`config.mk`:
```
export PLATFORM = sky130hd
export DESIGN_NAME = upp_port
export DESIGN_NICKNAME = d
export VERILOG_FILES = /design/src/upp_pkg.sv /design/src/upp_sync.sv /design/src/upp_port.sv
export VERILOG_INCLUDE_DIRS = /design/src
export SDC_FILE = /design/constraint.sdc
export NUM_CORES = 1
export LEC_CHECK = 0
export BUFFER_PORTS_ARGS = -buffer_cell sky130_fd_sc_hd__clkbuf_2
export CAP_MARGIN = 20
export CORE_ASPECT_RATIO = 0.75
export CORE_UTILIZATION = 35
export DETAILED_ROUTE_END_ITERATION = 7
export MAX_ROUTING_LAYER = met4
export PLACE_DENSITY = 0.55
export SYNTH_ARGS = -nofsm -noshare
export SYNTH_HDL_FRONTEND = slang
export SYNTH_SLANG_ARGS = --single-unit
```
`constraint.sdc`:
```
create_clock -name clock_i -period 2.4 [get_ports clock_i]
set_clock_uncertainty 0.05 [all_clocks]
set_input_delay 0 -clock clock_i [delete_from_list [all_inputs] [get_ports clock_i]]
set_output_delay 0 -clock clock_i [all_outputs]
set_load 0.02 [all_outputs]
```
`src/upp_map.svh`:
```
// register offsets, field positions, reset values and sync depth for the user pin port
// assumes it is included once by the package and the modules that need the numbers
`ifndef UPP_MAP_SVH
`define UPP_MAP_SVH

// register offsets on the control port
`define UPP_OFS_PIN_STATE       8'h03
`define UPP_OFS_PIN_DIRECTION   8'h04
`define UPP_OFS_PIN_IRQ_ENABLE  8'h05
`define UPP_OFS_PIN_IRQ_EDGE    8'h06

// field position of the three pins inside each register
`define UPP_PIN_MSB             7
`define UPP_PIN_LSB             5
`define UPP_PIN_COUNT           3

// reset values of the pin fields
`define UPP_RST_PIN_STATE       3'h7
`define UPP_RST_PIN_DIRECTION   3'h7
`define UPP_RST_PIN_IRQ_ENABLE  3'h0
`define UPP_RST_PIN_IRQ_EDGE    3'h0

// stages of the pin input synchroniser
`define UPP_SYNC_STAGES         3

// cycles after reset before pin edges may latch; covers the synchroniser
// filling and the previous-level flop catching up with it
`define UPP_SETTLE_CYCLES       3'h5

`endif

```
`src/upp_pkg.sv`:
```
// types shared by the user pin port modules
// assumes upp_map.svh sits in the same folder
`include "upp_map.svh"

package upp_pkg;

  // drive side of the three user pins
  typedef struct packed {
    logic [`UPP_PIN_COUNT-1:0] drive;
    logic [`UPP_PIN_COUNT-1:0] enable;
  } upp_pin_out_type;

  // software controlled configuration of the pins
  typedef struct packed {
    logic [`UPP_PIN_COUNT-1:0] out_value;
    logic [`UPP_PIN_COUNT-1:0] direction;
    logic [`UPP_PIN_COUNT-1:0] irq_enable;
    logic [`UPP_PIN_COUNT-1:0] irq_edge_select;
  } upp_cfg_type;

endpackage

```
`src/upp_sync.sv`:
```
// three-stage synchroniser with agreement filter for one asynchronous pin
// assumes clock_i is the system clock and the input is asynchronous to it
`timescale 1ns/10ps
`include "upp_map.svh"

module upp_sync
(
  // clock and reset
  input  wire logic clock_i,
  input  wire logic sys_rst_i,
  // asynchronous pin and its filtered level
  input  wire logic pin_i,
  output logic      level_o
);

  logic [`UPP_SYNC_STAGES-1:0] stage;

  // shift chain; only the second flop reads the first
  always_ff @(posedge clock_i)
  begin
    if (sys_rst_i)
      stage <= '0;
    else
      stage <= {stage[`UPP_SYNC_STAGES-2:0], pin_i};
  end

  // the level moves only once the second and third stages agree
  always_ff @(posedge clock_i)
  begin
    if (sys_rst_i)
      level_o <= 1'b0;
    else if (stage[1] == stage[2])
      level_o <= stage[2];
  end

endmodule

```
`src/upp_port.sv`:
```
// three user pins with direction control, level readback and edge interrupts
// assumes a register access port decoded from the serial control interface,
// one access per strobe, and other interrupt sources latched elsewhere
`timescale 1ns/10ps
`include "upp_map.svh"

module upp_port
  import upp_pkg::*;
(
  // clock and reset
  input  wire logic        clock_i,
  input  wire logic        sys_rst_i,
  // register access port
  input  wire logic [7:0]  reg_addr_i,
  input  wire logic        reg_wr_i,
  input  wire logic [7:0]  reg_wdata_i,
  input  wire logic        reg_rd_i,
  output logic [7:0]       reg_rdata_o,
  // user pins 7 down to 5 (bit 2 is pin 7)
  input  wire logic [2:0]  user_pin_i,
  output logic [2:0]       user_pin_o,
  output logic [2:0]       user_pin_oe_o,
  // other interrupt sources, bits 4..0 of the source register
  input  wire logic [4:0]  other_irq_i,
  // device interrupt, active low
  output logic             irq_n_o
);

  upp_cfg_type      cfg;
  upp_pin_out_type  pins;
  logic [2:0]       level;
  logic [2:0]       level_prev;
  logic [2:0]       edge_hit;
  logic [2:0]       irq_latch;
  logic             state_read;
  logic [7:0]       next_rdata;
  logic [2:0]       settle;
  logic             settled;

  // pin synchronisers
  // one synchroniser per pin keeps false edges out of the detectors
  genvar gi;
  generate
    for (gi = 0; gi < `UPP_PIN_COUNT; gi = gi + 1)
    begin : g_sync
      upp_sync u_sync
      (
        .clock_i   (clock_i),
        .sys_rst_i (sys_rst_i),
        .pin_i     (user_pin_i[gi]),
        .level_o   (level[gi])
      );
    end
  endgenerate

  // configuration writes
  // written bits 7:5 land in the field of the addressed register
  always_ff @(posedge clock_i)
  begin
    if (sys_rst_i)
    begin
      cfg.out_value       <= `UPP_RST_PIN_STATE;
      cfg.direction       <= `UPP_RST_PIN_DIRECTION;
      cfg.irq_enable      <= `UPP_RST_PIN_IRQ_ENABLE;
      cfg.irq_edge_select <= `UPP_RST_PIN_IRQ_EDGE;
    end
    else if (reg_wr_i)
    begin
      if (reg_addr_i == `UPP_OFS_PIN_STATE)
        cfg.out_value <= reg_wdata_i[`UPP_PIN_MSB:`UPP_PIN_LSB];
      else if (reg_addr_i == `UPP_OFS_PIN_DIRECTION)
        cfg.direction <= reg_wdata_i[`UPP_PIN_MSB:`UPP_PIN_LSB];
      else if (reg_addr_i == `UPP_OFS_PIN_IRQ_ENABLE)
        cfg.irq_enable <= reg_wdata_i[`UPP_PIN_MSB:`UPP_PIN_LSB];
      else if (reg_addr_i == `UPP_OFS_PIN_IRQ_EDGE)
        cfg.irq_edge_select <= reg_wdata_i[`UPP_PIN_MSB:`UPP_PIN_LSB];
    end
  end

  // pin drive
  // reset direction is all inputs, so nothing drives until software says so
  always_ff @(posedge clock_i)
  begin
    if (sys_rst_i)
    begin
      pins.drive  <= '0;
      pins.enable <= '0;
    end
    else
    begin
      pins.drive  <= cfg.out_value;
      pins.enable <= ~cfg.direction;
    end
  end

  assign user_pin_o    = pins.drive;
  assign user_pin_oe_o = pins.enable;

  // previous filtered level for edge detection
  always_ff @(posedge clock_i)
  begin
    if (sys_rst_i)
      level_prev <= '0;
    else
      level_prev <= level;
  end

  // settle counter after reset
  // the synchroniser restarts from zero, so a pin idling high would look
  // like a rising edge a few cycles after reset; software may enable the
  // interrupt on the very first access, so edges stay masked until the
  // filtered level and its previous copy both follow the real pin
  always_ff @(posedge clock_i)
  begin
    if (sys_rst_i)
      settle <= 3'h0;
    else if (settle != `UPP_SETTLE_CYCLES)
      settle <= settle + 3'h1;
  end

  assign settled = (settle == `UPP_SETTLE_CYCLES);

  // edge select, inputs only
  // a pin driven as output never qualifies, whatever its enable says
  // limitation: a pulse shorter than about two clocks may be filtered out,
  // and several edges between two reads of the state register collapse
  // into one latched indication
  genvar ei;
  generate
    for (ei = 0; ei < `UPP_PIN_COUNT; ei = ei + 1)
    begin : g_edge
      logic rise;
      logic fall;
      logic armed;

      // both edges of the filtered level, seen in the same cycle it moves
      assign rise = level[ei] & ~level_prev[ei];
      assign fall = level_prev[ei] & ~level[ei];

      // only enabled input pins may fire, and only once the filter settled
      assign armed = settled & cfg.irq_enable[ei] & cfg.direction[ei];

      // select one means falling, zero (the reset value) means rising
      assign edge_hit[ei] = armed & (cfg.irq_edge_select[ei] ? fall : rise);
    end
  endgenerate

  assign state_read = reg_rd_i && (reg_addr_i == `UPP_OFS_PIN_STATE);

  // latch and re-arm
  // an edge in the read cycle wins, so it is never lost by the clear
  always_ff @(posedge clock_i)
  begin
    if (sys_rst_i)
      irq_latch <= '0;
    else
      irq_latch <= (state_read ? 3'h0 : irq_latch) | edge_hit;
  end

  // interrupt merge
  // registered so the pin cannot glitch on decode hazards
  // pin to interrupt latency is about six clocks: three synchroniser flops,
  // the agreement filter, the latch and this output flop
  // the other sources are levels held outside, so they stay visible here
  // until their own owner clears them
  always_ff @(posedge clock_i)
  begin
    if (sys_rst_i)
      irq_n_o <= 1'b1;
    else
      irq_n_o <= ~((|irq_latch) | (|other_irq_i));
  end

  // read decode
  // unmapped offsets and reserved bits read as zero
  always_comb
  begin
    next_rdata = 8'h00;
    if (reg_addr_i == `UPP_OFS_PIN_STATE)
      next_rdata = {level, other_irq_i};
    else if (reg_addr_i == `UPP_OFS_PIN_DIRECTION)
      next_rdata[`UPP_PIN_MSB:`UPP_PIN_LSB] = cfg.direction;
    else if (reg_addr_i == `UPP_OFS_PIN_IRQ_ENABLE)
      next_rdata[`UPP_PIN_MSB:`UPP_PIN_LSB] = cfg.irq_enable;
    else if (reg_addr_i == `UPP_OFS_PIN_IRQ_EDGE)
      next_rdata[`UPP_PIN_MSB:`UPP_PIN_LSB] = cfg.irq_edge_select;
  end

  // read data held until the next read strobe
  always_ff @(posedge clock_i)
  begin
    if (sys_rst_i)
      reg_rdata_o <= 8'h00;
    else if (reg_rd_i)
      reg_rdata_o <= next_rdata;
  end

endmodule

```
# Word level (Yosys, flattened, before mapping)
# Index checks and enable logic that the tools add are counted.
# totals
regBits	48
inputBits	28
out_inout_bits	15
elab_cells	71
# op_classes
add_sub_neg	1
eq_ne	9
n_mux	9
bitwise	28
reduce_logical	7
# ops
operator	n
== test 8 x 3 -> 1 bit (second input constant)	3
bitwise AND 1 bit	15
2-to-1 mux 3 bit	5
NOT 1 bit	10
== test 8 x 2 -> 1 bit (second input constant)	1
2-to-1 mux 5 bit	1
AND reduction 5 bit	1
OR reduction 5 bit	1
AND reduction 4 bit	1
adder 3 x 1 -> 3 bit (second input constant)	1
== test 1 bit	3
== test 3 bit (second input constant)	1
2-to-1 mux 1 bit	3
!= test 3 bit (second input constant)	1
NOT 3 bit	1
bitwise OR 3 bit	1
AND reduction 3 bit	1
OR reduction 3 bit	1
AND reduction 2 bit	1
logical AND 1 bit	1
bitwise OR 1 bit	1

# Depth between registers and ports, before layout
# Gate-level depths: netlist (run 1).
# logic_depth
ltp_word	5
mapped_depth	5
depth_no_buf	5

# Modules after synthesis
# From an unflattened synthesis (run 1), not the netlist that was laid out.
# hier_totals
cells_unflattened	191
area_unflattened_um2	1861.8
# modules_own_cells
module	n_inst	cells_each	area_each_um2	seq_area_each_um2
upp_port	1	161	1524.0	720.7
upp_sync	3	10	112.6	80.1

# Worst setup path after synthesis (run 1)
# OpenSTA, ideal clock, no wires.
# synth_timing
kind	input -> register
from	input port reg_addr_i[3]
to	register irq_latch[2]
setup_time_ps	117
arrival_time_ps	1274
required_ps	2233
setup_slack_ps	958
stages	4
n_path_buf	1
cell_sequence	or3_1 -> buf_6 -> or4_1 -> a32o_1
# synth_via
elab_chain_len	4
# synth_rtl
item	line	text
start, declared	upp_port.sv:14	input wire logic [7:0] reg_addr_i,
== test 8 x 2 -> 1 bit (no line)	--	
logical AND 1 bit	upp_port.sv:148	assign state_read = reg_rd_i && (reg_addr_i == `UPP_OFS_PIN_STATE);
2-to-1 mux 3 bit	upp_port.sv:157	irq_latch <= (state_read ? 3'h0 : irq_latch) | edge_hit;
bitwise OR 3 bit	upp_port.sv:157	
end signal, assigned	upp_port.sv:157	
end, declared	upp_port.sv:34	logic [2:0] irq_latch;
# No other way between the ends.
# A chain may end at the register's enable or synchronous reset.

# Worst setup path in the final report (run 1)
# layout_timing
from	input port reg_addr_i[5]
to	register cfg[2] (netlist name)
# layout_via
elab_chain_len	3
elab_cells_between_ends	8
classes_between	eq/ne: 4; bitwise: 3; reduce/logical: 1
# layout_rtl
item	line	text
== test 8 x 3 -> 1 bit (no line) / == test 8 x 2 -> 1 bit (equally long branches)	--	
NOT 1 bit (no line)	--	
AND reduction 5 bit (no line) *	--	
end, declared	upp_port.sv:29	upp_cfg_type cfg;
# Every way passes the cells marked *; elsewhere a longest branch is shown, timed or not.

==> impl_results.md, run 1 <==
* Final Max Slew Viols at 0
* IO Pins at 43
* Clk_lat worst skew at between 200 and 300 ps
* Max transition margin at 62.5%
* Synth area leaders: dfxtp_1 51%, mux2i_1 6.4%, nor2b_1 5.0%, nand2_1 3.8%, a32o_1 3.2%
* Max VDD drop at around 0.37 mV
* Yosys warns at 0
* Post-Place Setup Slack at 762 ps
* Vias in the first global route at 1363
* Commonest register cell after synthesis: dfxtp_1
* Clk sinks at 48
* Fin nets at approximately 270
* WL per Instance at about 13 um
* Leak at 0.962 nW
* Clock Path Buffers at 2
* Port Buffers at 37
* Row cnt at 22
* Crit path DAT at 2190 ps
* Slew @ Worst Pin at 558 ps
* Setup-failing EPs final at 0
* Routed WL at between 4000 and 5000 um
* Clk root buf: clkbuf_8
* Antenna Nets Post-Route at 0
* Most area-hungry cell type in the Yosys netlist: dfxtp_1
* Diode count at 0
* CTS resizes at 0
* Final worst-path cycle share at between 80% and 90%
* Pwr Density at 611 mW/mm2
* Critical path required time at 2580 ps
* Post-synthesis cell type count at 32
* Worst min-delay path class: input pin to register
* Syn nets at 222
* Commonest non-fill, non-tap cell in the layout: dfxtp_1
* Die ar. at between 0.005 and 0.006 mm2
* Initial Util at 37.3%
* Final HPWL DP at approximately 3000 um
* Final WS setup at 384 ps
* RSZ-0062 raised after global routing: no
* Setup CP Type: input pin to register
* Vias per inst at 4.78
* Die Width at 86.6 um
* Metal2 WL at 1710 um
* Hold WS at 27.4 ps
* Met3 routed WL at between 200 and 250 um
* TNS Setup at 0 ps
* Endpoints failing hold at 0
* Post-Syn Area at 0.00188 mm2
* Initial DRC Count at 93
* DRC Markers at 0
* Uppermost layer routed: met4
* Async S/R FF share, synth at 0%
* Crit path time final at 2020 ps
* First-pass GRT wire length at 6620 um
* Total core area at 0.00504 mm2
* Mapped Cells at 192
* EDFF count, synth at 0
* F_max at between 400 and 500 MHz
* Gpl congestion at 0.793
* Seq/Total Area, Yosys at 51.1%
* Reg clk slew, reported paths at 90 ps
* Synth Register Bits at 48
* Layout cell share with drive strength beyond 1 at 23.4%
* Max FO, Critical Path at 3
* Maximum number of pins on one net before global-route repair at 33
* Global route total overflow at 0
* Metal-1 WL at 2180 um
* Synth Area per Inst at 9.79 um2
* Most frequent cells in the layout: 48 x dfxtp_1, 37 x clkbuf_2, 19 x nand2_1
* CTS tree: built
* Area growth from synthesis to final layout at 25.7%
* Routed vias at 1511
* Outcome: finished, final reports clean
* Gr usage total at 15.9%
* # Max-Cap Violations at 0
* H-tree Lvls at 2
* Initial antenna violation count at 0
* Top cell type's share of synthesized area at 51.1%
* CP Capture Type: register
* Worst Setup Start Kind: input pin
* CTS Buf Count at 5
* 1st-pass router iterations at 5
* Die Span Y at 65.5 um
-- worst paths after layout --
| check | startpoint | end | slack [ps] | cells after the start |
|---|---|---|---|---|
| max | reg_addr_i[5] | cfg[2]$_SDFFE_PP0P_ | 380 | 7 |
| min | sys_rst_i | cfg[2]$_SDFFE_PP0P_ | 30 | 2 |
| max reg2reg | settle[1]$_SDFFE_PP0P_ | irq_latch[2]$_SDFF_PP0_ | 1150 | 5 |
| min reg2reg | g_sync[2].u_sync.stage[0]$_SDFF_PP0_ | g_sync[2].u_sync.stage[1]$_SDFF_PP0_ | 390 | 1 |
-- where the power goes --
group / total (mW) / switching, mW / leakage (nW) / internal (mW)
registers: 0.820 / 0.00814 / 0.391 / 0.812
clock network: 0.503 / 0.268 / 0.0516 / 0.236
logic: 0.120 / 0.0663 / 0.519 / 0.0541
total: 1.44 / 0.342 / 0.962 / 1.10
-- cells in the mapped netlist, types with 6 or more instances --
cell / n
nor2b_1: 15
dfxtp_1: 48
clkbuf_1: 7
nor2_1: 15
a21oi_1: 6
nand2_1: 19
mux2i_1: 12
a32o_1: 6
nand2b_1: 6
-- final cells by class --
class	count	area, um2
fill	496	2680
sequential	48	961
multi-input combinational	130	850
timing repair buffer	54	350
tap	72	90.1
clock buffer	6	82.6
inverter	4	15.0
clock inverter	2	13.8
-- cell families (layout without fill, tap and decap cells) --
logic type	Yosys count	after routing	synth area share, %
mux	12	12	6.39
flops	48	48	51.1
fa+ha+maj	2	2	1.33
simple gates	84	84	24.7
xor+xnor	1	1	0.466
buf+inv	14	66	3.66
compound gates	31	31	12.3
-- through the flow --
| step | std cells | power [mW] | utilization, % | cell area, um2 |
|---|---|---|---|---|
| 3_3_place_gp | 293 | 0.940 | 42.0 | 2120 |
| 4_1_cts | 316 | 1.46 | 46.9 | 2360 |
| 3_5_place_dp | 293 | 0.941 | 42.0 | 2120 |
| 2_1_floorplan | 192 | 0.899 | - | 1880 |
| 5_1_grt | 316 | 1.52 | 46.9 | 2360 |
| 6_report | 316 | 1.44 | 46.9 | 2360 |
-- flip-flops by register name, summed over array words and instances, names as in the netlist --
signal	cells
settle	3
cfg	12
level_prev	3
g_sync.u_sync.stage	9
user_pin_o	3
irq_n_o	1
user_pin_oe_o	3
reg_rdata_o	8
irq_latch	3
g_sync.u_sync.level_o	3
-- critical path, cell delays in order --
cell and delay [ps]:
dlygate4sd3_1 560, clkbuf_2 120, nor2_1 80, dlygate4sd3_1 610, nand4_1 110, dlygate4sd3_1 580, a21oi_1 130
-- what timing repair did --
action	4_1_cts	5_1_grt
buffers inserted	0	0
hold buffers	15	0
endpoints found under the hold margin	18	0
-- layer usage --
metal | track usage, % | vias to the layer above
li1 | - | 788
met1 | 21.9 | 682
met2 | 22.9 | 37
met3 | 4.77 | 4
met4 | 3.75 | 0
met5 | - | -
(Power assumes the default switching activity.)
==> inputs of run 2 (changes only) <==
Settings changed: ABC_AREA from default to 1, PLACE_DENSITY 0.55 to 0.56.
Clock period 2.4 ns to 1.8 ns, I/O delays scaled along.
==> run 2 against run 1 <==
Critical path depth shrank 1. Sequential share of layout area shrank 2.1 points. Combinational power grew 37%. Global-route usage is essentially flat. Largest power group unchanged. Critical path type unchanged. Synthesized cell count grew 24%.
==> impl_results.md, run 2 <==
* EDFF count, synth at 0 (unchanged)
* Layout cell share with drive strength beyond 1 at 24.1% (was 23.4%)
* F_max at about 710 MHz
* Hold_sp: reg_rd_i (was sys_rst_i)
* Routed vias at 1630 (was 1511)
* Commonest non-fill, non-tap cell in the layout: dfxtp_1 (unchanged)
* TNS Setup at 0 ps (unchanged)
* Mapped Cells at 238 (was 192)
* CTS Buf Count at 5 (unchanged)
* RSZ-0062 raised after global routing: no (unchanged)
* Gr usage total at 15.9% (about the same)
* Clk root buf: clkbuf_8 (unchanged)
* CTS tree: built (unchanged)
* Postcts setup bufs at 0 (unchanged)
* Die Width at 89.2 um (was 86.6 um)
* Setup CP Type: input pin to register (unchanged)
* Async S/R FF share, synth at 0% (unchanged)
* WL per Instance at 11.1 um (was 13.1 um)
* Final Max Slew Viols at 0 (unchanged)
* Die Span Y at 67.4 um (was 65.5 um)
* Clock Path Buffers at 2 (unchanged)
* Row cnt at 23 (was 22)
* Die ar. at 0.00601 mm2 (was 0.00567 mm2)
* 1st-pass router iterations at 4 (was 5)
* Max transition margin at 66.1% (was 62.5%)
* Leak at 1.12 nW (was 0.962 nW)
* Synth area leaders: dfxtp_1 48%, nand2_1 6.8%, inv_1 6.2%, nor2_1 5.3%, a21oi_1 5.0% (was dfxtp_1 51%, mux2i_1 6.4%, nor2b_1 5.0%, nand2_1 3.8%, a32o_1 3.2%)
* Top cell type's share of synthesized area at 48.1% (was 51.1%)
* DRC Markers at 0 (unchanged)
* Delay-heaviest family, CP: buffers and inverters (unchanged)
* Synth cell count leaders: 48 x dfxtp_1, 36 x nand2_1, 33 x inv_1 (was 48 x dfxtp_1, 19 x nand2_1, 15 x nor2_1, 15 x nor2b_1, 12 x mux2i_1)
* Post-synthesis cell type count at 28 (was 32)
* Max FO, Critical Path at 2 (was 3)
* H-tree Lvls at 2 (unchanged)
* Synth Register Bits at 48 (unchanged)
* # Max-Cap Violations at 0 (unchanged)
* Setup slack, reg-to-reg at 460 ps (was 1150 ps)
* Largest register FFs at 12 (unchanged)
* Crit path DAT at 1600 ps (was 2190 ps)
* Outcome: finished, final reports clean (unchanged)
* Pwr Density at 877 mW/mm2 (was 611 mW/mm2)
* Maximum number of pins on one net before global-route repair at 31 (was 33)
* Hold path depth at 3 (was 2)
* CTS resizes at 0 (unchanged)
* Initial antenna violation count at 0 (unchanged)
* Yosys warns at 0 (unchanged)
* Post-Syn Area at 0.00200 mm2 (was 0.00188 mm2)
* Critical path required time at 1990 ps (was 2580 ps)
* Seq/Total Area, Yosys at 48.1% (was 51.1%)
* GRT met3 Usage at 3.67% (was 4.77%)
* Antenna Nets Post-Route at 0 (unchanged)
* GR Util met2 at 23.7% (was 22.9%)
* Filler Cells Inserted at 567 (was 496)
* Initial DRC Count at 50 (was 93)
* Hold EP: reg_rdata_o[0]$_SDFFE_PP0P_ (was cfg[2]$_SDFFE_PP0P_)
* WP buf/inv at 3 (was 4)
* Top Registers: cfg: 12 flops, g_sync.u_sync.stage: 9 flops, reg_rdata_o: 8 flops (unchanged)
* Crit-path cells: dlygate4sd3_1 > clkbuf_2 > nor4_1 > nand2_1 > dlygate4sd3_1 > nand2_1 (was dlygate4sd3_1 > clkbuf_2 > nor2_1 > dlygate4sd3_1 > nand4_1 > dlygate4sd3_1 > a21oi_1)
* Largest stage delay, worst path at 560 ps (was 610 ps)
* Vias per inst at 4.47 (was 4.78)
* Final worst-path cycle share at 78.5%
* CP max stage cell: dlygate4sd3_1 (unchanged)
* Total core area at 0.00541 mm2 (was 0.00504 mm2)
* Reg2reg end: irq_n_o$_SDFF_PP1_ (was irq_latch[2]$_SDFF_PP0_)
* Most frequent cells in the layout: 48 x dfxtp_1, 37 x clkbuf_2, 36 x nand2_1 (was 48 x dfxtp_1, 37 x clkbuf_2, 19 x nand2_1)
* Vias in the first global route at 1535 (was 1363)
* Hold WS at 21.3 ps (was 27.4 ps)
* Max VDD drop at 0.376 mV (was 0.370 mV)
* First-pass GRT wire length at 6860 um (was 6620 um)
* Slew @ Worst Pin at 508 ps (was 558 ps)
* Synth Area per Inst at 8.39 um2 (was 9.79 um2)
* Worst Setup Start Kind: input pin (unchanged)
* Clk_lat worst skew at 300 ps (was 290 ps)
* Crit path time final at ~1400 ps
* Initial Util at 36.9% (was 37.3%)
* Most instantiated library cell after synthesis: dfxtp_1 (unchanged)
* Final HPWL DP at 2920 um (was 2930 um)
* Diode count at 0 (unchanged)
* Largest Register: cfg (unchanged)
* Gpl congestion at 0.733 (was 0.793)
* IO Pins at 43 (unchanged)
* Endpoints failing hold at 0 (unchanged)
* Reg2reg path depth at 4 (was 5)
* Grt met1 use at 21.3% (was 21.9%)
* Fin nets at 319 (was 273)
* Global route total overflow at 0 (unchanged)
* Clk sinks at 48 (unchanged)
* Reg clk slew, reported paths at 90 ps (about the same)
* Setup-failing EPs final at 0 (unchanged)
* Port Buffers at 37 (unchanged)
* GRT busiest layer: met2 (unchanged)
* CP Capture Type: register (unchanged)
* Most area-hungry cell type in the Yosys netlist: dfxtp_1 (unchanged)
* Worst min-delay path class: input pin to register (unchanged)
* Syn nets at 268 (was 222)
* Routed WL at 4040 um (was 4130 um)
* Reg-to-Reg Start: irq_latch[2]$_SDFF_PP0_ (was settle[1]$_SDFFE_PP0P_)
* Commonest register cell after synthesis: dfxtp_1 (unchanged)
* Area growth from synthesis to final layout at 24.6% (was 25.7%)
==> run 2: cell count changes after synthesis, moves of 12 or more <==
cell	before	now
nor2_1	15	28
inv_1	4	33
nor2b_1	15	0
mux2i_1	12	0
nand3_1	0	17
nand2_1	19	36
a21oi_1	6	20
==> run 2: final cells by class <==
cell class	count	area (um2)	share of cell area, %
tap	75	93.8	3.77
timing repair buffer	50	313	12.6
clock buffer	5	68.8	2.77
multi-input combinational	148	848	34.1
sequential	48	961	38.6
clock inverter	3	68.8	2.77
inverter	36	135	5.43
==> run 2: what timing repair did <==
| action | 4_1_cts | 5_1_grt |
|---|---|---|
| hold buffers | 12 | 0 |
| endpoints found under the setup margin | 0 | 0 |
| hold endpoints to repair | 18 | 0 |
==> run 2: worst min-delay path, delay by kind of cell <==
kind / cells / cell delay, ps
buffers and inverters: 1 / 160
AOI/OAI and AO/OA: 1 / 50
and+or+nand+nor: 1 / 110
==> run 2: routing by layer <==
layer  share of wire (%)  wire length (um)
met3                 4.4               178
met2                  38              1550
met5                   0                 0
met4                 1.1                43
met1                  56              2270
==> run 2: cells by family after synthesis <==
family	count (synthesis)	synth area share, %
compound gates	43	12.8
xor+xnor	1	0.439
fa+ha+maj	2	1.25
buf+inv	42	9.40
flops	48	48.1
simple gates	102	27.9
==> run 2: worst max path at each step <==
stage                                start                       to  slack [ps]  cells after the start
floorplan           settle[0]$_SDFFE_PP0P_  irq_latch[0]$_SDFF_PP0_         760                      5
detailed placement  settle[0]$_SDFFE_PP0P_  irq_latch[1]$_SDFF_PP0_         580                      5
global route                other_irq_i[1]       irq_n_o$_SDFF_PP1_         250                      6
CTS                         other_irq_i[0]       irq_n_o$_SDFF_PP1_         390                      6
finish                      other_irq_i[1]       irq_n_o$_SDFF_PP1_         390                      6
global placement    settle[0]$_SDFFE_PP0P_  irq_latch[1]$_SDFF_PP0_         580                      5
==> run 2: stage by stage <==
step,worst slack [ps],power (mW),utilization [%],std cells,cell area (um2)
2_1_floorplan,759,1.22,-,238,2000
3_3_place_gp,582,1.27,41.2,345,2230
3_5_place_dp,584,1.27,41.2,345,2230
4_1_cts,393,2.21,46.0,365,2490
5_1_grt,250,2.28,46.0,365,2490
6_report,386,2.18,46.0,365,2490
==> run 2: report_power, final <==
group	switching, mW	internal [mW]
sequential	0.0108	1.08
combinational	0.0992	0.0662
clock	0.363	0.559
total	0.473	1.71
==> inputs of run 3 (changes only) <==
Settings changed: PLACE_DENSITY 0.56 to 0.54.
Clock period 1.8 ns to 1.4 ns, I/O delays scaled along.
==> run 3 against run 2 <==
Die area is the same. Register-to-register slack worse by 250 ps. Utilization is 0.86 points lower. Count of clock-buffer cells in the layout increased by 2. Combinational power increased by 29%. Clock power decreased by 6.5%. Critical path depth shrank 1. Routed wire length increased by 3.2%. Largest power group unchanged.
==> impl_results.md, run 3 (synthesis gave the netlist of run 2 again) <==
* CTS Buf Count at 5 (unchanged)
* Largest Register: cfg (unchanged)
* Comb pwr share at 8.6% (was 7.6%)
* # Max-Cap Violations at 0 (unchanged)
* First-pass GRT wire length at 6760 um (was 6860 um)
* Postcts setup bufs at 0 (unchanged)
* Die Span Y at 67.4 um (unchanged)
* Net Switching at 0.602 mW (was 0.473 mW)
* Crit path DAT at 1370 ps (was 1600 ps)
* Maximum number of pins on one net before global-route repair at 31 (unchanged)
* Clock share of power at 34.7% (was 42.2%)
* CTS tree: built (unchanged)
* Layout cell share with drive strength beyond 1 at 24.1% (unchanged)
* Port Buffers at 37 (unchanged)
* Max VDD drop at 0.621 mV (was 0.376 mV)
* Routed vias at 1615 (was 1630)
* DRC Markers at 0 (unchanged)
* Critical path required time at 1580 ps (was 1990 ps)
* Slew @ Worst Pin at 525 ps (was 508 ps)
* Endpoints failing hold at 0 (unchanged)
* GRT met3 Usage at 3.67% (unchanged)
* Clk sinks at 48 (unchanged)
* Die ar. at 0.00601 mm2 (unchanged)
* Commonest non-fill, non-tap cell in the layout: dfxtp_1 (unchanged)
* Antenna Nets Post-Route at 0 (unchanged)
* Diode count at 0 (unchanged)
* Total core area at 0.00541 mm2 (unchanged)
* Max transition margin at 65.0% (was 66.1%)
* Vias in the first global route at 1453 (was 1535)
* Grt met1 use at 21.8% (was 21.3%)
* Fin nets at 319 (unchanged)
* Final Max Slew Viols at 0 (unchanged)
* Die Width at 89.2 um (unchanged)
* 1st-pass router iterations at 4 (unchanged)
* Sequential Power Share at 56.7% (was 50.2%)
* Clock Path Buffers at 2 (unchanged)
* Max FO, Critical Path at 8 (was 2)
* Most frequent cells in the layout: 48 x dfxtp_1, 37 x clkbuf_2, 36 x nand2_1 (unchanged)
* Top Registers: cfg: 12 flops, g_sync.u_sync.stage: 9 flops, reg_rdata_o: 8 flops (unchanged)
* Global route total overflow at 0 (unchanged)
* WL per Instance at 11.4 um (was 11.1 um)
* Total chip power at 2.48 mW (was 2.18 mW)
* H-tree Lvls at 2 (unchanged)
* Pwr Density at 1020 mW/mm2 (was 877 mW/mm2)
* Worst min-delay path class: input pin to register (unchanged)
* RSZ-0062 raised after global routing: no (unchanged)
* F_max at 841 MHz
* Clk root buf: clkbuf_8 (unchanged)
* Sw Ratio at 24.2% (was 21.7%)
* Final HPWL DP at 3030 um (was 2920 um)
* Setup-failing EPs final at 0 (unchanged)
* Crit path time final at approximately 1200 ps
* Final WS setup at 210 ps (was 386 ps)
* Gpl congestion at 0.758 (was 0.733)
* Leak at 1.10 nW (was 1.12 nW)
* Post-Place Setup Slack at 222 ps (was 584 ps)
* Routed WL at 4170 um (was 4040 um)
* Reg clk slew, reported paths at 90 ps (about the same)
* Area growth from synthesis to final layout at 22.3% (was 24.6%)
* Final worst-path cycle share at 85.0%
* GRT busiest layer: met2 (unchanged)
* CP Capture Type: register (unchanged)
* Outcome: finished, final reports clean (unchanged)
* Initial Util at 36.9% (unchanged)
* IO Pins at 43 (unchanged)
* Clk_lat worst skew at 290 ps (was 300 ps)
* Worst Setup Start Kind: register (was input pin)
* CTS resizes at 0 (unchanged)
* Initial antenna violation count at 0 (unchanged)
* TNS Setup at 0 ps (unchanged)
* Post-Route Utilization at 45.1% (was 46.0%)
* Setup CP Type: register to register (was input pin to register)
* GR Util met2 at 22.4% (was 23.7%)
* Power Internal at 1.88 mW (was 1.71 mW)
* Gr usage total at 15.6% (was 15.9%)
* Largest register FFs at 12 (unchanged)
* Row cnt at 23 (unchanged)
* Vias per inst at 4.42 (was 4.47)
* CTS Hold Bufs at 11 (was 12)
* Initial DRC Count at 58 (was 50)
## run 3: per-layer routing
layer,part of all wire (%),up-vias
li1,-,865
met1,55,697
met2,38,48
met3,6.3,5
met4,0.74,0
met5,0,-
## run 3: path summary, 6_finish.rpt
path	cells past startpoint	slack, ps	from	end
max reg2reg	5	210	settle[0]$_SDFFE_PP0P_	irq_latch[0]$_SDFF_PP0_
min reg2reg	2	350	g_sync[2].u_sync.stage[0]$_SDFF_PP0_	g_sync[2].u_sync.stage[1]$_SDFF_PP0_
min	3	20	reg_rd_i	reg_rdata_o[0]$_SDFFE_PP0P_
max	5	210	settle[0]$_SDFFE_PP0P_	irq_latch[0]$_SDFF_PP0_
## run 3: critical path: stages (launching register included)
cell	delay, ps
dfxtp_1	380
ha_1	160
nand2_1	160
nor2_1	150
nand3_1	80
a21oi_1	130
## run 3: area by class of cell
type                    instances  area, um2
flip-flops and latches         48        961
clock inverters                 1       7.51
clock buffers                   7       86.3
repair buffers                 50        310
inverters                      36        135
multi-input cells             148        848
fillers                       583       2970
well taps                      75       93.8
## run 3: per-stage QoR
step / cell area (um2) / hold slack, ps / instances
final: 2440 / 19.7 / 365
after global routing: 2440 / 48.6 / 365
after CTS: 2440 / 14.7 / 365
after global placement: 2240 / 142 / 346
after detailed placement: 2240 / 145 / 346
after floorplan: 2000 / 32.8 / 238
## run 3: power by group through the flow
stage,combinational (mW),clock [mW],sequential (mW)
finish,0.213,0.862,1.41
floorplan,0.117,0,1.45
detailed placement,0.191,0,1.44
CTS,0.216,0.895,1.41
global route,0.240,0.945,1.41
global placement,0.191,0,1.44
